**src/rts_pkg.sv**
```systemverilog
// Functional notes
// - idle queue head always sent first
// - single: no control entry or credit, probe transit
// - single: control frame must fit primary space
// - passing control checks sends control head
// - primary transit head sent when entry present
// - single: primary empty, send client head
// - single: no client entry, nothing selected
// - wait for completion, then pick again
// - dual: primary class A, secondary B and C
// - each transit queue drained in FIFO order
// - secondary never overtakes earlier primary entries
// - control and class A traffic rate limited
// - dual: control frame must fit both queues
// - dual: primary head sent, else overflow guard
// - secondary under one MTU free gets drained
// - dual: no downstream credit or non-reserved skips client
// - dual: client head beats secondary queue unless secondary has under one MTU free
// - lowclass check sends secondary head if present
// - dual: hold until transmission completes
package rts_pkg;

  ////////////////////////////////////////////////////////////////////////////
  // register map, byte addresses on apb
  localparam logic [11:0] RTS_CTRL_OFS   = 12'h000;
  localparam logic [11:0] RTS_MTU_OFS    = 12'h004;
  localparam logic [11:0] RTS_STATUS_OFS = 12'h008;
  localparam logic [11:0] RTS_COUNT_OFS  = 12'h00c;

  // control register fields
  localparam int          RTS_CTRL_DUAL_BIT = 0;
  localparam int          RTS_CTRL_EN_BIT   = 1;
  localparam logic        RTS_DUAL_RST      = 1'b0;
  localparam logic        RTS_EN_RST        = 1'b1;

  // mtu register reset value in bytes
  localparam logic [15:0] RTS_MTU_RST = 16'h0600;

  // status register fields
  localparam int          RTS_STAT_STATE_LSB = 0;
  localparam int          RTS_STAT_SRC_LSB   = 8;

  ////////////////////////////////////////////////////////////////////////////
  // transmit sources, also index into the strobe vector
  localparam logic [2:0]  RTS_SRC_IDLE    = 3'h0;
  localparam logic [2:0]  RTS_SRC_CONTROL = 3'h1;
  localparam logic [2:0]  RTS_SRC_PRIMARY = 3'h2;
  localparam logic [2:0]  RTS_SRC_SECOND  = 3'h3;
  localparam logic [2:0]  RTS_SRC_CLIENT  = 3'h4;
  localparam logic [2:0]  RTS_SRC_NONE    = 3'h7;
  localparam int          RTS_NUM_SRC     = 5;

  // reserved class a subclass code on the client stage entry
  localparam logic [1:0]  RTS_RESERVED_SUBCLASS_CODE = 2'h0;

  // selection states, one-hot
  typedef enum logic [5:0] {
    RTS_PICK_START     = 6'h01,
    RTS_TRANSIT_PROBE  = 6'h02,
    RTS_OVERFLOW_GUARD = 6'h04,
    RTS_CLIENT_CHECK   = 6'h08,
    RTS_LOWCLASS_CHECK = 6'h10,
    RTS_WAIT_DONE      = 6'h20
  } rts_state_e;

endpackage

```
**src/rts_fit_check.sv**
```systemverilog
`timescale 1ns/10ps
// size against free space comparison
module rts_fit_check
  import rts_pkg::*;
#(
  parameter int W = 16
) (
  input  wire logic [W-1:0] size_in,
  input  wire logic [W-1:0] free_in,
  output logic              fits_out
);

  // size that does not exceed the free space fits
  always_comb begin
    fits_out = (size_in <= free_in);
  end

endmodule

```
**src/rts_send_strobe.sv**
```systemverilog
`timescale 1ns/10ps
// registered one-cycle dequeue strobe and last source record
module rts_send_strobe
  import rts_pkg::*;
(
  input  wire logic                   clk_in,
  input  wire logic                   rst_in,
  input  wire logic                   ce_in,
  input  wire logic                   fire_in,
  input  wire logic [2:0]             src_in,
  output logic      [RTS_NUM_SRC-1:0] strobe_out,
  output logic      [2:0]             last_src_out
);

  typedef struct packed {
    logic [RTS_NUM_SRC-1:0] strobe;
    logic [2:0]             last_src;
  } rts_strobe_s;

  rts_strobe_s st_q;
  rts_strobe_s st_d;

  // strobe lasts exactly one enabled cycle
  always_comb begin
    st_d        = st_q;
    st_d.strobe = '0;
    if (fire_in) begin
      st_d.strobe[src_in] = 1'b1;
      st_d.last_src       = src_in;
    end
  end

  // state register
  always_ff @(posedge clk_in) begin
    if (rst_in) begin
      st_q <= '{strobe: '0, last_src: RTS_SRC_NONE};
    end else if (ce_in) begin
      st_q <= st_d;
    end
  end

  assign strobe_out   = st_q.strobe;
  assign last_src_out = st_q.last_src;

endmodule

```
**src/rts_selector.sv**
```systemverilog
`timescale 1ns/10ps
// per-ringlet transmit frame selector with apb control
module rts_selector
  import rts_pkg::*;
#(
  parameter int BYTE_W   = 16,
  parameter int CREDIT_W = 8
) (
  input  wire logic                CLK_IN,
  input  wire logic                RST_IN,
  input  wire logic                CE_IN,
  // apb slave
  input  wire logic                PSEL_IN,
  input  wire logic                PENABLE_IN,
  input  wire logic                PWRITE_IN,
  input  wire logic [11:0]         PADDR_IN,
  input  wire logic [31:0]         PWDATA_IN,
  output logic      [31:0]         PRDATA_OUT,
  output logic                     PREADY_OUT,
  output logic                     PSLVERR_OUT,
  // queue status
  input  wire logic                IDLE_QUEUE_NONEMPTY_IN,
  input  wire logic                CONTROL_QUEUE_NONEMPTY_IN,
  input  wire logic                PRIMARY_QUEUE_NONEMPTY_IN,
  input  wire logic                SECONDARY_QUEUE_NONEMPTY_IN,
  input  wire logic                CLIENT_QUEUE_NONEMPTY_IN,
  input  wire logic [1:0]          CLIENT_SUBCLASS_IN,
  // shapers and sizes
  input  wire logic [CREDIT_W-1:0] CONTROL_SHAPER_CREDIT_IN,
  input  wire logic [CREDIT_W-1:0] DOWNSTREAM_SHAPER_CREDIT_IN,
  input  wire logic [BYTE_W-1:0]   CONTROL_FRAME_BYTES_IN,
  input  wire logic [BYTE_W-1:0]   PRIMARY_FREE_BYTES_IN,
  input  wire logic [BYTE_W-1:0]   SECONDARY_FREE_BYTES_IN,
  // transmit path
  input  wire logic                TX_DONE_IN,
  output logic                     SEND_IDLE_HEAD_OUT,
  output logic                     SEND_CONTROL_HEAD_OUT,
  output logic                     SEND_PRIMARY_HEAD_OUT,
  output logic                     SEND_SECONDARY_HEAD_OUT,
  output logic                     SEND_CLIENT_HEAD_OUT,
  output logic      [2:0]          TX_SOURCE_OUT,
  output logic                     BUSY_OUT
);

  ////////////////////////////////////////////////////////////////////////////
  // state

  // selection state, control bits and the registered bus answer
  typedef struct packed {
    rts_state_e  state;
    logic        dual_mode;
    logic        enable;
    logic [15:0] mtu;
    logic [31:0] sent_count;
    logic [31:0] rdata;
    logic        slverr;
  } rts_main_s;

  rts_main_s st_q;
  rts_main_s st_d;

  // send request of this cycle and the source it names
  logic                   fire;
  logic [2:0]             fire_src;
  logic [RTS_NUM_SRC-1:0] strobes;
  logic [2:0]             last_src;
  logic                   ctrl_fits_primary;
  logic                   ctrl_fits_second;
  logic                   second_has_mtu;
  logic [BYTE_W-1:0]      mtu_bytes;
  logic                   apb_access;
  logic                   apb_write;
  logic                   addr_ok;
  logic                   no_ctrl_credit;
  logic                   client_skip;
  logic [31:0]            status_word;

  ////////////////////////////////////////////////////////////////////////////
  // space checks

  assign mtu_bytes = BYTE_W'(st_q.mtu);

  // control frame against primary free space
  rts_fit_check #(
    .W (BYTE_W)
  ) u_fit_primary (
    .size_in  (CONTROL_FRAME_BYTES_IN),
    .free_in  (PRIMARY_FREE_BYTES_IN),
    .fits_out (ctrl_fits_primary)
  );

  // control frame against secondary free space
  rts_fit_check #(
    .W (BYTE_W)
  ) u_fit_second (
    .size_in  (CONTROL_FRAME_BYTES_IN),
    .free_in  (SECONDARY_FREE_BYTES_IN),
    .fits_out (ctrl_fits_second)
  );

  // at least one mtu still free in the secondary queue
  rts_fit_check #(
    .W (BYTE_W)
  ) u_fit_mtu (
    .size_in  (mtu_bytes),
    .free_in  (SECONDARY_FREE_BYTES_IN),
    .fits_out (second_has_mtu)
  );

  ////////////////////////////////////////////////////////////////////////////
  // bus decode

  // pready is tied high, so an access phase never stretches
  assign apb_access = PSEL_IN && PENABLE_IN;
  assign apb_write  = apb_access && PWRITE_IN;

  // mapped offsets
  always_comb begin
    case (PADDR_IN)
      RTS_CTRL_OFS:   addr_ok = 1'b1;
      RTS_MTU_OFS:    addr_ok = 1'b1;
      RTS_STATUS_OFS: addr_ok = 1'b1;
      RTS_COUNT_OFS:  addr_ok = 1'b1;
      default:        addr_ok = 1'b0;
    endcase
  end

  // live status word
  always_comb begin
    status_word = '0;
    status_word[RTS_STAT_STATE_LSB +: 6] = st_q.state;
    status_word[RTS_STAT_SRC_LSB +: 3]   = last_src;
  end

  // shaper credit and downstream permit terms
  // zero credit on a shaper means that source has to wait; downstream credit gates the client in dual mode only
  assign no_ctrl_credit = (CONTROL_SHAPER_CREDIT_IN == '0);
  assign client_skip    = (DOWNSTREAM_SHAPER_CREDIT_IN == '0)
                       || (CLIENT_QUEUE_NONEMPTY_IN
                           && (CLIENT_SUBCLASS_IN != RTS_RESERVED_SUBCLASS_CODE));

  ////////////////////////////////////////////////////////////////////////////
  // next state: selection machine and register file

  // one state is evaluated per enabled cycle; queue levels are
  // sampled afresh in every state, so an entry that arrives late
  // in a pass is still seen by the later checks of that pass
  always_comb begin
    st_d     = st_q;
    fire     = 1'b0;
    fire_src = RTS_SRC_NONE;

    case (st_q.state)
      // idle frames first, then control frames that pass every gate
      RTS_PICK_START: begin
        if (!st_q.enable) begin
          st_d.state = RTS_PICK_START;
        end else if (IDLE_QUEUE_NONEMPTY_IN) begin
          fire       = 1'b1;
          fire_src   = RTS_SRC_IDLE;
          st_d.state = RTS_WAIT_DONE;
        end else if (!CONTROL_QUEUE_NONEMPTY_IN || no_ctrl_credit) begin
          st_d.state = RTS_TRANSIT_PROBE;
        end else if (!ctrl_fits_primary) begin
          st_d.state = RTS_TRANSIT_PROBE;
        end else if (st_q.dual_mode && !ctrl_fits_second) begin
          st_d.state = RTS_TRANSIT_PROBE;
        end else begin
          fire       = 1'b1;
          fire_src   = RTS_SRC_CONTROL;
          st_d.state = RTS_WAIT_DONE;
        end
      end

      // primary transit entries beat everything but idle and control
      RTS_TRANSIT_PROBE: begin
        if (PRIMARY_QUEUE_NONEMPTY_IN) begin
          fire       = 1'b1;
          fire_src   = RTS_SRC_PRIMARY;
          st_d.state = RTS_WAIT_DONE;
        end else if (st_q.dual_mode) begin
          st_d.state = RTS_OVERFLOW_GUARD;
        end else begin
          st_d.state = RTS_CLIENT_CHECK;
        end
      end

      // secondary is only reached once primary was seen empty
      RTS_OVERFLOW_GUARD: begin
        if (!second_has_mtu && SECONDARY_QUEUE_NONEMPTY_IN) begin
          fire       = 1'b1;
          fire_src   = RTS_SRC_SECOND;
          st_d.state = RTS_WAIT_DONE;
        end else begin
          st_d.state = RTS_CLIENT_CHECK;
        end
      end

      // single mode ends the pass here; dual mode still tries secondary
      RTS_CLIENT_CHECK: begin
        if (st_q.dual_mode) begin
          if (client_skip) begin
            st_d.state = RTS_LOWCLASS_CHECK;
          end else if (CLIENT_QUEUE_NONEMPTY_IN) begin
            fire       = 1'b1;
            fire_src   = RTS_SRC_CLIENT;
            st_d.state = RTS_WAIT_DONE;
          end else begin
            st_d.state = RTS_LOWCLASS_CHECK;
          end
        end else if (CLIENT_QUEUE_NONEMPTY_IN) begin
          fire       = 1'b1;
          fire_src   = RTS_SRC_CLIENT;
          st_d.state = RTS_WAIT_DONE;
        end else begin
          st_d.state = RTS_PICK_START;
        end
      end

      // last chance of a dual pass; an empty pass starts over
      RTS_LOWCLASS_CHECK: begin
        if (SECONDARY_QUEUE_NONEMPTY_IN) begin
          fire       = 1'b1;
          fire_src   = RTS_SRC_SECOND;
          st_d.state = RTS_WAIT_DONE;
        end else begin
          st_d.state = RTS_PICK_START;
        end
      end

      // hold the chosen transfer until the path reports completion
      RTS_WAIT_DONE: begin
        if (TX_DONE_IN) begin
          st_d.state = RTS_PICK_START;
        end
      end

      default: begin
        st_d.state = RTS_PICK_START;
      end
    endcase

    // frames sent since reset
    if (fire) begin
      st_d.sent_count = st_q.sent_count + 32'h0000_0001;
    end

    // register writes; enable acts at the next pick, mode from the next cycle in any state
    // status and count are read only, writes there are dropped
    if (apb_write) begin
      case (PADDR_IN)
        RTS_CTRL_OFS: begin
          st_d.dual_mode = PWDATA_IN[RTS_CTRL_DUAL_BIT];
          st_d.enable    = PWDATA_IN[RTS_CTRL_EN_BIT];
        end
        RTS_MTU_OFS: begin
          st_d.mtu = PWDATA_IN[15:0];
        end
        default: begin
          st_d.mtu = st_d.mtu;
        end
      endcase
    end

    // read data and error registered in the setup cycle
    // unmapped offsets read as zero and raise the error flag
    st_d.slverr = PSEL_IN && !PENABLE_IN && !addr_ok;
    if (PSEL_IN && !PENABLE_IN && !PWRITE_IN) begin
      case (PADDR_IN)
        RTS_CTRL_OFS: begin
          st_d.rdata = '0;
          st_d.rdata[RTS_CTRL_DUAL_BIT] = st_q.dual_mode;
          st_d.rdata[RTS_CTRL_EN_BIT]   = st_q.enable;
        end
        RTS_MTU_OFS:    st_d.rdata = {16'h0000, st_q.mtu};
        RTS_STATUS_OFS: st_d.rdata = status_word;
        RTS_COUNT_OFS:  st_d.rdata = st_q.sent_count;
        default:        st_d.rdata = '0;
      endcase
    end else if (!PSEL_IN) begin
      st_d.rdata = '0;
    end
  end

  ////////////////////////////////////////////////////////////////////////////
  // state register

  // clock enable low freezes selection, bus registers and strobes alike
  always_ff @(posedge CLK_IN) begin
    if (RST_IN) begin
      st_q <= '{state:      RTS_PICK_START,
                dual_mode:  RTS_DUAL_RST,
                enable:     RTS_EN_RST,
                mtu:        RTS_MTU_RST,
                sent_count: 32'h0000_0000,
                rdata:      32'h0000_0000,
                slverr:     1'b0};
    end else if (CE_IN) begin
      st_q <= st_d;
    end
  end

  ////////////////////////////////////////////////////////////////////////////
  // dequeue strobes

  // one strobe per send, first cycle of wait_done
  rts_send_strobe u_strobe (
    .clk_in       (CLK_IN),
    .rst_in       (RST_IN),
    .ce_in        (CE_IN),
    .fire_in      (fire),
    .src_in       (fire_src),
    .strobe_out   (strobes),
    .last_src_out (last_src)
  );

  ////////////////////////////////////////////////////////////////////////////
  // outputs

  // strobes and source come straight from flops of the strobe stage
  assign SEND_IDLE_HEAD_OUT      = strobes[RTS_SRC_IDLE];
  assign SEND_CONTROL_HEAD_OUT   = strobes[RTS_SRC_CONTROL];
  assign SEND_PRIMARY_HEAD_OUT   = strobes[RTS_SRC_PRIMARY];
  assign SEND_SECONDARY_HEAD_OUT = strobes[RTS_SRC_SECOND];
  assign SEND_CLIENT_HEAD_OUT    = strobes[RTS_SRC_CLIENT];
  assign TX_SOURCE_OUT           = last_src;
  assign BUSY_OUT                = (st_q.state == RTS_WAIT_DONE);
  assign PRDATA_OUT              = st_q.rdata;
  assign PREADY_OUT              = 1'b1; // no wait states
  assign PSLVERR_OUT             = st_q.slverr && apb_access;

endmodule

```
**config.mk**
```make
export PLATFORM = sky130hd
export DESIGN_NAME = rts_selector
export DESIGN_NICKNAME = d
export VERILOG_FILES = /design/src/rts_pkg.sv /design/src/rts_fit_check.sv /design/src/rts_send_strobe.sv /design/src/rts_selector.sv
export SDC_FILE = /design/constraint.sdc
export NUM_CORES = 1
export LEC_CHECK = 0
export ABC_AREA = 1
export BUFFER_PORTS_ARGS = -buffer_cell sky130_fd_sc_hd__buf_4
export CORE_UTILIZATION = 35
export CTS_CLUSTER_DIAMETER = 60
export DETAILED_ROUTE_END_ITERATION = 10
export SYNTH_ARGS = -nofsm -noshare
export SYNTH_HDL_FRONTEND = slang
export SYNTH_HIERARCHICAL = 1
export SYNTH_SLANG_ARGS = --single-unit
```
**constraint.sdc**
```tcl
create_clock -name CLK_IN -period 4.7 [get_ports CLK_IN]
set_clock_uncertainty 0.2 [all_clocks]
set_input_delay 0.235 -clock CLK_IN [delete_from_list [all_inputs] [get_ports CLK_IN]]
set_output_delay 0.235 -clock CLK_IN [all_outputs]
set_load 0.05 [all_outputs]
```
# Word level (Yosys, flattened, before mapping)
# Index checks and enable logic that the tools add are counted.
# W data, S select, Z words.
# word_totals
ff_bits,97
latchBits,0
ramBits,0
romBits,0
in_bits,122
mem_count,0
# op_classes
n_addsub,1
mul,0
n_div,0
magnitude_cmp,5
eq_ne,11
n_shift,0
mux,46
bitwise_logic,0
reduce_logical,28
# op_table
cell,count
$pmux W32 S4,1
$mux W6,13
$mux W32,2
$le A16 B16 Y1,3
$pmux W6 S6,1
$add A32 B1 Y32 const B,1
$mux W3,9
$eq A12 B4 Y1 const B,2
$logic_not A8 Y1,2
$pmux W3 S5,1
$mux W1,13
$eq A12 B3 Y1 const B,1
$logic_not A12 Y1,1
$logic_and A1 B1 Y1,10
$mux W8,1
$eq A6 B1 Y1 const B,1
$eq A6 B2 Y1 const B,1
$eq A6 B3 Y1 const B,1
$eq A6 B4 Y1 const B,1
$eq A6 B5 Y1 const B,1
$eq A6 B6 Y1 const B,1
$logic_not A1 Y1,6
$reduce_and A2 Y1,3
$reduce_and A3 Y1,2
other kinds (11),13

# Depth between registers and ports, before layout
# Gate-level depths: netlist of run 1.
# logic_depth
word_depth,14
mapped_depth,24
mapped_depth_nobuf,24

# Cells and area by module
# Netlist of run 1, hierarchy kept.
# by_module_without_submodules
mod,n_inst,cells_each,area_each_um2,seq_area_each_um2
rts_selector,1,782,5203.7,1781.7
rts_fit_check,3,71,435.4,0.0
rts_send_strobe,1,49,330.3,160.2

# Least setup slack after synthesis of run 1
# No wires, ideal clock.
# synth_timing
path_kind,reg2reg
startpoint,register st_q[84] (netlist bit)
endpoint,register st_q[84] (netlist bit)
setup_time_ps,70
arrival_time_ps,1950
setup_slack_ps,2480
path_stages_with_launch,8
period_less_slack_ps,2220
cell_sequence,dfxtp_1 -> nor2_2 -> nand3_1 -> nor2_1 -> a21oi_1 -> inv_1 -> nand2_1 -> a21oi_1
# synth_between
elab_chain_cells,3
elab_cells_between_ends,9
classes_between,eq/ne (7); mux (1); reduce/logical (1)
# synth_lines
element,line_no,text
"start, declared",rts_selector.sv:59,rts_main_s st_q;
"start signal, assigned",rts_selector.sv:291,"st_q <= '{state: RTS_PICK_START,"
"start signal, assigned",rts_selector.sv:299,st_q <= st_d;
$eq A6 B6 Y1 *,-,
net BUSY_OUT,rts_selector.sv:42,output logic BUSY_OUT
$ne A2 B2 Y1 (no source line),-,
$reduce_and A2 Y1 (no source line),-,
# Mark *: on every way through the listed nets, which the timed path passes. The rest lies on a longest branch.
# A chain may end at the register's enable or synchronous reset.

# Final worst setup path of run 1
# layout_timing
startpoint,"register st_q, in the netlist mtu_bytes[9]"
endpoint,register st_q[34] (netlist bit)
# layout_between
elab_chain_cells,6
# layout_lines
element,line_no,text
$le A16 B16 Y1,rts_fit_check.sv:15,fits_out = (size_in <= free_in);
net second_has_mtu,rts_selector.sv:69,logic second_has_mtu;
$logic_not A1 Y1,rts_selector.sv:190,if (!second_has_mtu && SECONDARY_QUEUE_NONEMPTY_IN) begin
$logic_and A1 B1 Y1,rts_selector.sv:190,
$mux W1,rts_selector.sv:190,
$pmux W1 S5,rts_selector.sv:153,case (st_q.state)
$reduce_and A2 Y1 (no source line),-,
# The timed path passes the listed nets, and every way through them passes these cells.

==> run_summary.xml, run 1 <==
<?xml version="1.0" encoding="UTF-8"?>
<metrics>
  <group name="run_status">
    <metric name="outcome" unit="">finished clean</metric>
  </group>
  <group name="critical_path">
    <metric name="criticalPathCategory" unit="">reg -&gt; reg</metric>
    <metric name="cp_common_cell" unit="">nand2_1</metric>
    <metric name="timing.critical_path.slowest_cell_delay" unit="ns">0.35</metric>
    <metric name="timing.critical_path.max_delay_family" unit="">simple AND/OR/NAND/NOR gates</metric>
    <metric name="end_kind" unit="">flip-flop</metric>
    <metric name="path_max_fanout" unit="">36</metric>
    <metric name="timing.critical_path.slowest_stage_cell" unit="">dfxtp_1</metric>
    <metric name="start_kind" unit="">flip-flop</metric>
    <metric name="regToRegSetupSlack" unit="ns">1.81</metric>
    <metric name="worstPathBufferInverterCount" unit="">3</metric>
    <metric name="critical_path.reg2reg.endpoint" unit="">st_q[34]$_SDFFE_PP0P_</metric>
    <metric name="crit_arrival" unit="ns">2.94</metric>
    <metric name="critical_path.cell_chain" unit="">ha_1 -&gt; nand2_1 -&gt; nand2_1 -&gt; nand3_1 -&gt; nand2_1 -&gt; a21oi_1 -&gt; nand2_1 -&gt; nand2_1 -&gt; nor2_1 -&gt; nand4_1 -&gt; nand2_1 -&gt; nor2_1 -&gt; nand3_2 -&gt; buf_4 -&gt; nand2_1 -&gt; buf_4 -&gt; inv_1 -&gt; nor2_1 -&gt; nor2_1</metric>
    <metric name="reg2reg_from" unit="">mtu_bytes[9]$_SDFFE_PP1P_</metric>
    <metric name="reg2reg_depth" unit="">19</metric>
    <metric name="timing.critical_path.required" unit="ns">4.75</metric>
  </group>
  <group name="global_route">
    <metric name="number_of_antenna_violations_at_the_first_check_in_global_routing" unit="">0</metric>
    <metric name="global_route.overflow_total" unit="">0</metric>
    <metric name="largest_net_degree_at_the_start_of_global_routing" unit="">75</metric>
    <metric name="globalRouteTotalUtil" unit="">0.1958</metric>
    <metric name="grt_first_pass_wirelength" unit="um">31470</metric>
    <metric name="first_global_vias" unit="">6481</metric>
  </group>
  <group name="clocking">
    <metric name="cts.clk_slew.worst_paths" unit="ns">0.07</metric>
    <metric name="clk_path_buf_depth" unit="">2</metric>
    <metric name="cts_max_level" unit="">3</metric>
    <metric name="cts_resized" unit="">0</metric>
    <metric name="cts.root.buffer_cell" unit="">clkbuf_16</metric>
    <metric name="clock_latency" unit="ns">0.35</metric>
    <metric name="cts_num_sinks" unit="">97</metric>
    <metric name="cts_tree" unit="">built</metric>
    <metric name="number_of_clock_buffers_inserted_by_tritoncts" unit="">9</metric>
  </group>
  <group name="synth">
    <metric name="netlist_instances" unit="">1044</metric>
    <metric name="ys_seq_area_frac" unit="">0.2839</metric>
    <metric name="synth_async_sr_flop_share" unit="">0</metric>
    <metric name="synth_top_flop_cell" unit="">dfxtp_1</metric>
    <metric name="synth-seq-cells" unit="">97</metric>
    <metric name="synth_enable_flop_cells" unit="">0</metric>
    <metric name="syn_area_per_cell" unit="um2">6.552</metric>
    <metric name="synth.net_count" unit="">1215</metric>
    <metric name="yosys_warnings" unit="">6</metric>
    <metric name="synth_cell_area" unit="mm2">0.006840</metric>
    <metric name="yosysUniqueCellTypes" unit="">37</metric>
  </group>
  <group name="cells_and_area">
    <metric name="finalNonFillerCells" unit="">1423</metric>
    <metric name="area_growth" unit="%">22.19</metric>
    <metric name="utilization" unit="">0.4409</metric>
    <metric name="drive_above_1_share" unit="">0.1900</metric>
    <metric name="num-nets-final" unit="">1329</metric>
    <metric name="antenna-diode-count" unit="">0</metric>
  </group>
  <group name="hold_path">
    <metric name="hold_path.class" unit="">in -&gt; reg</metric>
    <metric name="min_delay_path_depth" unit="">5</metric>
    <metric name="hold_path_end" unit="">st_q[0]$_SDFFE_PP0P_</metric>
    <metric name="min-delay-start" unit="">PENABLE_IN</metric>
  </group>
  <group name="flow_run">
    <metric name="cap_violations" unit="">0</metric>
  </group>
  <group name="routing">
    <metric name="routed-wl-met2" unit="um">8279</metric>
    <metric name="via_count" unit="">6814</metric>
    <metric name="met1_length" unit="um">9065</metric>
    <metric name="postRouteWirelength" unit="um">18670</metric>
    <metric name="dr.pass1.iters" unit="">5</metric>
    <metric name="detailroute.wirelength.met3" unit="um">1045</metric>
    <metric name="post_drt_wl_per_cell" unit="um">13.12</metric>
    <metric name="dr.max_layer_used" unit="">met4</metric>
    <metric name="drt.antenna.violating_nets" unit="">0</metric>
    <metric name="detail_route.drc_violations" unit="">0</metric>
    <metric name="number_of_drc_violations_after_detailed_routing_iteration_0" unit="">462</metric>
    <metric name="via_per_inst" unit="">4.788</metric>
  </group>
  <group name="placed_design">
    <metric name="place_worst_setup_slack" unit="ns">1.650</metric>
    <metric name="final_weighted_congestion_of_routability_driven_global_placement" unit="">0.8809</metric>
    <metric name="numPortBuffers" unit="">147</metric>
    <metric name="dp.final_hpwl" unit="um">14410</metric>
    <metric name="place.detailed.instances" unit="">1390</metric>
  </group>
  <group name="floorplanning">
    <metric name="core_area" unit="mm2">0.01896</metric>
    <metric name="die_w" unit="um">141.8</metric>
    <metric name="starting_utilization_of_the_core_area" unit="">0.3609</metric>
    <metric name="top_level_ports" unit="">165</metric>
    <metric name="chipHeight" unit="um">141.8</metric>
    <metric name="die-area" unit="mm2">0.02011</metric>
    <metric name="num_rows" unit="">50</metric>
  </group>
  <group name="timing">
    <metric name="fin_crit_sh" unit="">0.6141</metric>
    <metric name="setup_violations" unit="">0</metric>
    <metric name="setup_total_negative_slack" unit="ns">0</metric>
    <metric name="grt_setup_unrepaired" unit="">no</metric>
    <metric name="max_slew_headroom" unit="">0.4174</metric>
    <metric name="hold_viol_final" unit="">0</metric>
    <metric name="maxClockFrequency" unit="MHz">346.5</metric>
    <metric name="post-route-min-period" unit="ns">2.886</metric>
    <metric name="worstMarginPinSlew" unit="ns">0.8739</metric>
    <metric name="setup_ws" unit="ns">1.814</metric>
    <metric name="slew_viol_final" unit="">0</metric>
  </group>
  <group name="pwr">
    <metric name="design_power_total" unit="mW">1.904</metric>
    <metric name="leakage" unit="nW">3.659</metric>
    <metric name="cellPowerDensity" unit="mW/mm2">227.8</metric>
    <metric name="peakVddDrop" unit="uV">205.6</metric>
  </group>
</metrics>
==> metal layers <==
metal  vias up  global-route usage
met1      3057              0.2645
met3        21             0.03240
li1       3582                   -
met5         -                   0
met2       154              0.3202
met4         0             0.05546
==> placed cells by master (no fill, tap or decap), types with 4 or more instances in the layout <==
cell type and count:
nand3_1 102, o21ai_1 12, o21ai_0 22, ha_1 49, inv_1 111, nand2_2 6
nor3_2 4, dfxtp_1 97, dlygate4sd3_1 17, nand3b_1 14, nand3_2 12, buf_4 152
nor2_2 10, nor2_1 111, xor2_1 12, clkbuf_16 9, a21oi_2 10, inv_2 5
nand4_1 13, nand2_1 269, a21oi_1 93
==> logic make-up after synthesis <==
group / Yosys count / share of synthesized area
and+or+nand+nor: 552 / 0.3649
AOI/OAI and AO/OA: 148 / 0.1171
xor gates and xnor gates: 15 / 0.01921
other: 1 / 0.0005482
adders and majority gates: 49 / 0.08963
buffers and inverters: 182 / 0.1247
DFF: 97 / 0.2839
==> worst register-to-register path, delay by kind of cell, from the launching register on <==
kind                       cells  cell delay, ns
buffers and inverters          3            0.57
AOI/OAI and AO/OA              1            0.22
and+or+nand+nor               14            1.13
DFF                            1            0.35
adders and majority gates      1            0.31
==> timing repair <==
item	4_1_cts	5_1_grt
endpoints found under the hold margin	19	0
hold buffers	17	0
endpoints found under the setup margin	0	0
setup buffers	0	0
==> power by group <==
part           leakage [nW]  total, mW  internal (mW)  switching, mW
Clock                 0.137      0.745          0.417          0.328
Sequential            0.783      0.839          0.829         0.0100
Combinational          2.74      0.319          0.135          0.185
Total                  3.66       1.90           1.38          0.523
==> how the worst max path moves through the flow <==
stage | from | end | slack (ns) | cells past startpoint
5_1_grt | mtu_bytes[9]$_SDFFE_PP1P_ | st_q[33]$_SDFFE_PP0P_ | 1.50 | 19
3_3_place_gp | CONTROL_FRAME_BYTES_IN[11] | st_q[49]$_SDFFE_PP0P_ | 1.69 | 18
2_1_floorplan | st_q[84]$_SDFFE_PP0P_ | st_q[84]$_SDFFE_PP0P_ | 2.48 | 7
4_1_cts | mtu_bytes[9]$_SDFFE_PP1P_ | st_q[34]$_SDFFE_PP0P_ | 1.82 | 19
6_report | mtu_bytes[9]$_SDFFE_PP1P_ | st_q[34]$_SDFFE_PP0P_ | 1.81 | 19
3_5_place_dp | CONTROL_FRAME_BYTES_IN[11] | st_q[37]$_SDFFE_PP0P_ | 1.65 | 18
==> flip-flops by register name, summed over array words and instances (netlist names) <==
| signal | flops |
|---|---|
| u_strobe/last_src_out | 3 |
| mtu_bytes | 16 |
| u_strobe/strobe_out | 5 |
| st_q | 41 |
| PRDATA_OUT | 32 |
==> synth_stat cells (all sizes together), types with 3 or more instances <==
cell type,n,area share
clkbuf,18,0.0099
buf,48,0.051
nor3,8,0.012
xor2,12,0.015
o21ai,36,0.027
o22ai,3,0.0027
dfxtp,97,0.28
inv,116,0.064
nand3b,14,0.015
xnor2,3,0.0038
nand4,13,0.012
a21o,3,0.0033
nand2,275,0.15
nand3,115,0.095
a21oi,103,0.081
nor2,124,0.075
ha,49,0.090
==> metrics by stage <==
step | instance area, um2 | hold WS, ns
global route | 8358 | 0.1051
global placement | 7893 | 0.2534
CTS | 8358 | 0.07068
finish | 8358 | 0.07565
detailed placement | 7893 | 0.2540
floorplan | 6840 | 0.1041
==> final cells by class <==
| type | instances | area (um2) |
|---|---|---|
| well taps | 260 | 325.3 |
| repair buffers | 169 | 1311 |
| clock buffers | 11 | 232.7 |
| flip-flops and latches | 97 | 1942 |
| inverters | 116 | 435.4 |
| fillers | 2052 | 10600 |
| clock inverters | 5 | 62.56 |
| multi-input cells | 765 | 4049 |
No activity file was read; power rests on OpenSTA's default activity.
==> run 2: changes to the inputs <==
==> constraint.sdc (replaced) <==
create_clock -name CLK_IN -period 2.6 [get_ports CLK_IN]
set_clock_uncertainty 0.2 [all_clocks]
set_input_delay 0.13 -clock CLK_IN [delete_from_list [all_inputs] [get_ports CLK_IN]]
set_output_delay 0.13 -clock CLK_IN [all_outputs]
set_load 0.05 [all_outputs]
==> run_summary.xml, run 2 (synthesized netlist as in run 1, its figures left out) <==
<?xml version="1.0" encoding="UTF-8"?>
<metrics>
  <group name="timing">
    <metric name="worstMarginPinSlew" unit="ns">0.6764</metric>
    <metric name="setup_ws" unit="ns">0.1281</metric>
    <metric name="max_slew_headroom" unit="">0.5485</metric>
    <metric name="setup_total_negative_slack" unit="ns">0</metric>
    <metric name="post-route-min-period" unit="ns">2.472</metric>
    <metric name="slew_viol_final" unit="">0</metric>
    <metric name="hold_viol_final" unit="">0</metric>
    <metric name="setup_violations" unit="">0</metric>
    <metric name="fin_crit_sh" unit="">0.9507</metric>
    <metric name="grt_setup_unrepaired" unit="">yes</metric>
    <metric name="maxClockFrequency" unit="MHz">404.5</metric>
  </group>
  <group name="critical_path">
    <metric name="timing.critical_path.slowest_cell_delay" unit="ns">0.36</metric>
    <metric name="crit_start" unit="">mtu_bytes[10]$_SDFFE_PP1P_</metric>
    <metric name="critical_path.cell_chain" unit="">ha_4 -&gt; nand4_1 -&gt; nor3_4 -&gt; nand2_1 -&gt; nand2_1 -&gt; nand2_2 -&gt; nor2_4 -&gt; nand4_1 -&gt; nand2_2 -&gt; nor2_4 -&gt; nand3_4 -&gt; buf_6 -&gt; nand2_4 -&gt; nor2_4 -&gt; nand2_1 -&gt; a21oi_1</metric>
    <metric name="criticalPathCategory" unit="">reg -&gt; reg</metric>
    <metric name="worstPathBufferInverterCount" unit="">1</metric>
    <metric name="crit_arrival" unit="ns">2.56</metric>
    <metric name="reg2reg_from" unit="">mtu_bytes[10]$_SDFFE_PP1P_</metric>
    <metric name="timing.critical_path.required" unit="ns">2.69</metric>
    <metric name="timing.critical_path.slowest_stage_cell" unit="">dfxtp_4</metric>
    <metric name="start_kind" unit="">flip-flop</metric>
    <metric name="end_kind" unit="">flip-flop</metric>
    <metric name="path_max_fanout" unit="">5</metric>
    <metric name="timing.critical_path.max_delay_family" unit="">simple AND/OR/NAND/NOR gates</metric>
  </group>
  <group name="clocking">
    <metric name="cts.clk_slew.worst_paths" unit="ns">0.08</metric>
    <metric name="number_of_clock_buffers_inserted_by_tritoncts" unit="">9</metric>
    <metric name="clock_latency" unit="ns">0.35</metric>
    <metric name="cts.root.buffer_cell" unit="">clkbuf_16</metric>
    <metric name="clk_path_buf_depth" unit="">2</metric>
    <metric name="cts_num_sinks" unit="">97</metric>
    <metric name="cts_max_level" unit="">3</metric>
    <metric name="cts_tree" unit="">built</metric>
  </group>
  <group name="pwr">
    <metric name="power_switching_share" unit="">0.2746</metric>
    <metric name="cellPowerDensity" unit="mW/mm2">405.0</metric>
    <metric name="p_int" unit="mW">2.556</metric>
    <metric name="pwr-share-comb" unit="">0.181</metric>
    <metric name="seq_power_share" unit="">0.430</metric>
    <metric name="total_switching_power" unit="mW">0.9675</metric>
    <metric name="peakVddDrop" unit="uV">301.2</metric>
    <metric name="clkPwrFrac" unit="">0.390</metric>
    <metric name="leakage" unit="nW">3.782</metric>
  </group>
  <group name="cells_and_area">
    <metric name="final_common_cell" unit="">nand2_1</metric>
    <metric name="drive_above_1_share" unit="">0.2169</metric>
    <metric name="antenna-diode-count" unit="">0</metric>
    <metric name="num-nets-final" unit="">1346</metric>
    <metric name="finalNonFillerCells" unit="">1440</metric>
    <metric name="utilization" unit="">0.4590</metric>
    <metric name="largest_reg_flops" unit="">41</metric>
    <metric name="max_flop_register" unit="">st_q</metric>
    <metric name="most-common-layout-cells" unit="">nand2_1 (266), buf_4 (159), inv_1 (111)</metric>
    <metric name="area_growth" unit="%">27.20</metric>
  </group>
  <group name="global_route">
    <metric name="number_of_antenna_violations_at_the_first_check_in_global_routing" unit="">0</metric>
    <metric name="global_route.overflow_total" unit="">0</metric>
    <metric name="globalRouteTotalUtil" unit="">0.1955</metric>
    <metric name="first_global_vias" unit="">6526</metric>
    <metric name="grt_first_pass_wirelength" unit="um">31570</metric>
    <metric name="largest_net_degree_at_the_start_of_global_routing" unit="">40</metric>
  </group>
  <group name="routing">
    <metric name="via_count" unit="">6838</metric>
    <metric name="postRouteWirelength" unit="um">18870</metric>
    <metric name="dr.pass1.iters" unit="">5</metric>
    <metric name="post_drt_wl_per_cell" unit="um">13.11</metric>
    <metric name="via_per_inst" unit="">4.749</metric>
    <metric name="detail_route.drc_violations" unit="">0</metric>
    <metric name="number_of_drc_violations_after_detailed_routing_iteration_0" unit="">426</metric>
    <metric name="drt.antenna.violating_nets" unit="">0</metric>
  </group>
  <group name="floorplanning">
    <metric name="die-area" unit="mm2">0.02011</metric>
    <metric name="chipHeight" unit="um">141.8</metric>
    <metric name="num_rows" unit="">50</metric>
    <metric name="core_area" unit="mm2">0.01896</metric>
    <metric name="top_level_ports" unit="">165</metric>
    <metric name="die_w" unit="um">141.8</metric>
    <metric name="starting_utilization_of_the_core_area" unit="">0.3609</metric>
  </group>
  <group name="placed_design">
    <metric name="final_weighted_congestion_of_routability_driven_global_placement" unit="">0.8728</metric>
    <metric name="place.detailed.instances" unit="">1401</metric>
    <metric name="numPortBuffers" unit="">147</metric>
    <metric name="place_worst_setup_slack" unit="ns">-0.03141</metric>
    <metric name="dp.final_hpwl" unit="um">14650</metric>
  </group>
  <group name="run_status">
    <metric name="outcome" unit="">finished clean</metric>
  </group>
  <group name="hold_path">
    <metric name="min-delay-start" unit="">SECONDARY_QUEUE_NONEMPTY_IN</metric>
    <metric name="hold_path.class" unit="">in -&gt; reg</metric>
  </group>
  <group name="flow_run">
    <metric name="cap_violations" unit="">0</metric>
  </group>
</metrics>
==> run 2: changes by cell type in the layout (fill, tap and decap cells not counted), moves of 3 or more <==
cell           previous run  this run
a21oi_1                  93        90
a21oi_2                  10        13
buf_4                   152       159
buf_6                     0         3
dfxtp_1                  97        93
dlygate4sd3_1            17        22
ha_1                     49        45
ha_4                      0         4
nand2_1                 269       266
nand3_1                 102        99
nand3_4                   1         4
nor2_1                  111       107
nor2_4                    3         7
==> run 2: per-stage QoR <==
step | area (um2) | power (mW) | hold WS [ns]
finish | 8701 | 3.524 | 0.01034
global placement | 7988 | 2.116 | 0.1651
floorplan | 6840 | 1.882 | -0.0009342
detailed placement | 7988 | 2.122 | 0.1672
CTS | 8518 | 3.526 | 0.007671
global route | 8701 | 3.701 | 0.03951
==> run 2: final timing paths <==
check / slack [ns] / cells after the start / endpoint
setup reg to reg: 0.13 / 16 / u_strobe/strobe_out[2]$_SDFFE_PP0P_
hold reg to reg: 0.27 / 2 / PRDATA_OUT[22]$_SDFFE_PP0P_
hold / removal: 0.01 / 4 / st_q[83]$_SDFFE_PP1P_
setup / recovery: 0.13 / 16 / u_strobe/strobe_out[2]$_SDFFE_PP0P_
==> run 2: worst register-to-register path, stage by stage, from the launching register on <==
cell     delay, ns
dfxtp_4       0.36
ha_4          0.26
nand4_1       0.14
nor3_4        0.28
nand2_1       0.08
nand2_1       0.07
nand2_2       0.08
nor2_4        0.10
nand4_1       0.10
nand2_2       0.11
nor2_4        0.04
nand3_4       0.10
buf_6         0.15
nand2_4       0.07
nor2_4        0.09
nand2_1       0.06
a21oi_1       0.12
==> run 2: final cells by class <==
cell class	count	area, um2
Clock buffer	11	242.7
Sequential cell	97	1952
Fill cell	1985	10250
Multi-Input combinational cell	765	4199
Tap cell	260	325.3
Clock inverter	5	63.81
Timing Repair Buffer	186	1483
Inverter	116	435.4
==> run 2: metal layers <==
metal  GRT usage  wire, um  share of wire
met5           0         0              0
met4     0.05037       284          0.015
met3     0.03206       856          0.045
met2      0.3179      8441           0.45
met1      0.2675      9290           0.49
==> run 2: repair_timing <==
action | 4_1_cts | 5_1_grt
endpoints found under the setup margin | 27 | 40
buffers inserted | 0 | 2
gates resized for setup | 1 | 37
pin swaps | 0 | 10
hold endpoints to repair | 30 | 0
hold buffers | 22 | 0
==> run 2: power by group through the flow <==
stage          combinational [mW]  clock, mW  sequential [mW]
2_1_floorplan               0.313          0             1.57
5_1_grt                     0.719       1.47             1.52
3_5_place_dp                0.572          0             1.55
4_1_cts                     0.602       1.41             1.52
6_report                    0.636       1.37             1.51
3_3_place_gp                0.565          0             1.55
==> run 3: changes to the inputs <==
==> constraint.sdc (replaced) <==
create_clock -name CLK_IN -period 2.6 [get_ports CLK_IN]
set_clock_uncertainty 0.2 [all_clocks]
set_input_delay 0.52 -clock CLK_IN [delete_from_list [all_inputs] [get_ports CLK_IN]]
set_output_delay 0.52 -clock CLK_IN [all_outputs]
set_load 0.05 [all_outputs]
==> run_summary.xml, run 3 (synthesized netlist as in run 1, its figures left out) <==
<?xml version="1.0" encoding="UTF-8"?>
<metrics>
  <group name="run_status">
    <metric name="outcome" unit="">finished clean</metric>
  </group>
  <group name="critical_path">
    <metric name="critical_path.cell_chain" unit="">ha_4 -&gt; nand4_1 -&gt; nor3_2 -&gt; nand3_1 -&gt; nand2_2 -&gt; nor2_4 -&gt; nand4_1 -&gt; nand2_2 -&gt; nor2_4 -&gt; nand3_4 -&gt; nand2_4 -&gt; buf_12 -&gt; inv_1 -&gt; nor2_1 -&gt; nor2_1</metric>
    <metric name="start_kind" unit="">flip-flop</metric>
    <metric name="reg2reg_depth" unit="">15</metric>
    <metric name="regToRegSetupSlack" unit="ns">0.02</metric>
    <metric name="timing.critical_path.slowest_cell_delay" unit="ns">0.34</metric>
    <metric name="timing.critical_path.required" unit="ns">2.65</metric>
    <metric name="reg2reg_from" unit="">mtu_bytes[9]$_SDFFE_PP1P_</metric>
    <metric name="crit_arrival" unit="ns">2.62</metric>
    <metric name="criticalPathCategory" unit="">reg -&gt; reg</metric>
    <metric name="end_kind" unit="">flip-flop</metric>
    <metric name="path_max_fanout" unit="">16</metric>
    <metric name="critical_path.reg2reg.endpoint" unit="">st_q[33]$_SDFFE_PP0P_</metric>
    <metric name="timing.critical_path.slowest_stage_cell" unit="">dfxtp_2</metric>
  </group>
  <group name="clocking">
    <metric name="cts_num_sinks" unit="">97</metric>
    <metric name="cts_tree" unit="">built</metric>
    <metric name="cts_hold_buffers" unit="">0</metric>
    <metric name="cts.root.buffer_cell" unit="">clkbuf_16</metric>
    <metric name="cts.clk_slew.worst_paths" unit="ns">0.07</metric>
    <metric name="clk_path_buf_depth" unit="">2</metric>
    <metric name="clock_latency" unit="ns">0.36</metric>
    <metric name="cts_max_level" unit="">3</metric>
    <metric name="number_of_clock_buffers_inserted_by_tritoncts" unit="">9</metric>
  </group>
  <group name="floorplanning">
    <metric name="num_rows" unit="">50</metric>
    <metric name="chipHeight" unit="um">141.8</metric>
    <metric name="die-area" unit="mm2">0.02011</metric>
    <metric name="core_area" unit="mm2">0.01896</metric>
    <metric name="starting_utilization_of_the_core_area" unit="">0.3609</metric>
    <metric name="die_w" unit="um">141.8</metric>
    <metric name="top_level_ports" unit="">165</metric>
  </group>
  <group name="cells_and_area">
    <metric name="antenna-diode-count" unit="">0</metric>
    <metric name="design_area" unit="mm2">0.008731</metric>
    <metric name="drive_above_1_share" unit="">0.2558</metric>
    <metric name="final_common_cell" unit="">nand2_1</metric>
    <metric name="largest_reg_flops" unit="">41</metric>
    <metric name="most-common-layout-cells" unit="">nand2_1 (263), buf_4 (154), nor2_1 (107)</metric>
    <metric name="nFillCells" unit="">1972</metric>
    <metric name="max_flop_register" unit="">st_q</metric>
    <metric name="utilization" unit="">0.4606</metric>
    <metric name="num-nets-final" unit="">1331</metric>
    <metric name="area_growth" unit="%">27.64</metric>
  </group>
  <group name="routing">
    <metric name="drt.antenna.violating_nets" unit="">0</metric>
    <metric name="dr.pass1.iters" unit="">5</metric>
    <metric name="postRouteWirelength" unit="um">19280</metric>
    <metric name="number_of_drc_violations_after_detailed_routing_iteration_0" unit="">419</metric>
    <metric name="post_drt_wl_per_cell" unit="um">13.53</metric>
    <metric name="detail_route.drc_violations" unit="">0</metric>
    <metric name="via_per_inst" unit="">4.799</metric>
    <metric name="via_count" unit="">6838</metric>
  </group>
  <group name="timing">
    <metric name="grt_setup_unrepaired" unit="">yes</metric>
    <metric name="maxClockFrequency" unit="MHz">388.0</metric>
    <metric name="setup_violations" unit="">0</metric>
    <metric name="slew_viol_final" unit="">0</metric>
    <metric name="worstMarginPinSlew" unit="ns">0.8115</metric>
    <metric name="hold_viol_final" unit="">0</metric>
    <metric name="max_slew_headroom" unit="">0.4590</metric>
    <metric name="post-route-min-period" unit="ns">2.577</metric>
    <metric name="fin_crit_sh" unit="">0.9912</metric>
  </group>
  <group name="global_route">
    <metric name="globalRouteTotalUtil" unit="">0.1923</metric>
    <metric name="largest_net_degree_at_the_start_of_global_routing" unit="">63</metric>
    <metric name="grt_first_pass_wirelength" unit="um">30800</metric>
    <metric name="number_of_antenna_violations_at_the_first_check_in_global_routing" unit="">0</metric>
    <metric name="global_route.overflow_total" unit="">0</metric>
    <metric name="first_global_vias" unit="">6256</metric>
  </group>
  <group name="pwr">
    <metric name="peakVddDrop" unit="uV">311.3</metric>
    <metric name="design_power_total" unit="mW">3.459</metric>
    <metric name="leakage" unit="nW">3.732</metric>
    <metric name="cellPowerDensity" unit="mW/mm2">396.2</metric>
  </group>
  <group name="hold_path">
    <metric name="hold_path.class" unit="">in -&gt; reg</metric>
    <metric name="min-delay-start" unit="">PWDATA_IN[10]</metric>
    <metric name="min_delay_path_depth" unit="">3</metric>
    <metric name="hold_path_end" unit="">mtu_bytes[10]$_SDFFE_PP1P_</metric>
  </group>
  <group name="placed_design">
    <metric name="dp.final_hpwl" unit="um">14560</metric>
    <metric name="numPortBuffers" unit="">147</metric>
    <metric name="place_area" unit="mm2">0.008023</metric>
    <metric name="final_weighted_congestion_of_routability_driven_global_placement" unit="">0.9115</metric>
  </group>
  <group name="flow_run">
    <metric name="cap_violations" unit="">0</metric>
  </group>
</metrics>
-- run 3: changes by cell type in the layout (fill, tap and decap cells not counted), sizes merged --
cell,change
dlygate4sd3,-22
buf,+6
clkbuf,-1
clkinv,+2
inv,+1
bufinv,-1
-- run 3: per-stage QoR --
| stage | std cells | TNS [ns] | worst slack (ns) | hold WS (ns) |
|---|---|---|---|---|
| final | 1425 | 0 | 0.02275 | 0.1846 |
| after global routing | 1425 | -4.004 | -0.1415 | 0.1896 |
| after CTS | 1420 | -0.01733 | -0.01304 | 0.1775 |
| after detailed placement | 1404 | -15.82 | -0.4532 | 0.2506 |
| after global placement | 1404 | -14.88 | -0.4285 | 0.2553 |
| after floorplan | 1044 | 0 | 0.1394 | 0.2404 |
-- run 3: power breakdown --
part           switching (mW)  internal (mW)
Combinational           0.373          0.297
Sequential             0.0160           1.50
Clock                   0.619          0.656
-- run 3: layout make-up --
class                      instances  area (um2)  area share
clock buffer                       9       225.2     0.02580
clock inverter                     7       52.55    0.006019
inverter                         116       450.4     0.05159
multi-input combinational        765        4340      0.4971
sequential                        97        1947      0.2230
tap                              260       325.3     0.03726
timing repair buffer             171        1390      0.1592
-- run 3: timing repair --
action / 4_1_cts / 5_1_grt
pin swaps: 2 / 36
resized for setup: 5 / 82
cloned: 0 / 2
endpoints found under the setup margin: 38 / 40
buffers inserted: 0 / 3
-- run 3: how the worst max path moves through the flow --
| stage | startpoint | endpoint |
|---|---|---|
| CTS | mtu_bytes[11]$_SDFFE_PP0P_ | st_q[33]$_SDFFE_PP0P_ |
| global placement | CONTROL_FRAME_BYTES_IN[11] | u_strobe/strobe_out[4]$_SDFFE_PP0P_ |
| global route | mtu_bytes[9]$_SDFFE_PP1P_ | st_q[33]$_SDFFE_PP0P_ |
| finish | mtu_bytes[9]$_SDFFE_PP1P_ | st_q[33]$_SDFFE_PP0P_ |
| floorplan | PRIMARY_FREE_BYTES_IN[7] | u_strobe/strobe_out[0]$_SDFFE_PP0P_ |
| detailed placement | CONTROL_FRAME_BYTES_IN[11] | u_strobe/strobe_out[1]$_SDFFE_PP0P_ |
-- run 3: metal layers --
layer | vias up | share of wire | wire, um | global-route usage
met5 | - | 0 | 0 | 0
met4 | 0 | 0.014 | 266 | 0.04867
met3 | 18 | 0.059 | 1138 | 0.03004
met2 | 189 | 0.45 | 8695 | 0.3137
met1 | 3037 | 0.48 | 9177 | 0.2635
li1 | 3594 | - | - | -
-- run 3: worst max-delay path: cells and delay by family (launching register included) --
| kind | cells | cell delay (ns) |
|---|---|---|
| and+or+nand+nor | 12 | 1.44 |
| DFF | 1 | 0.34 |
| adders and majority gates | 1 | 0.26 |
| buffers and inverters | 2 | 0.22 |
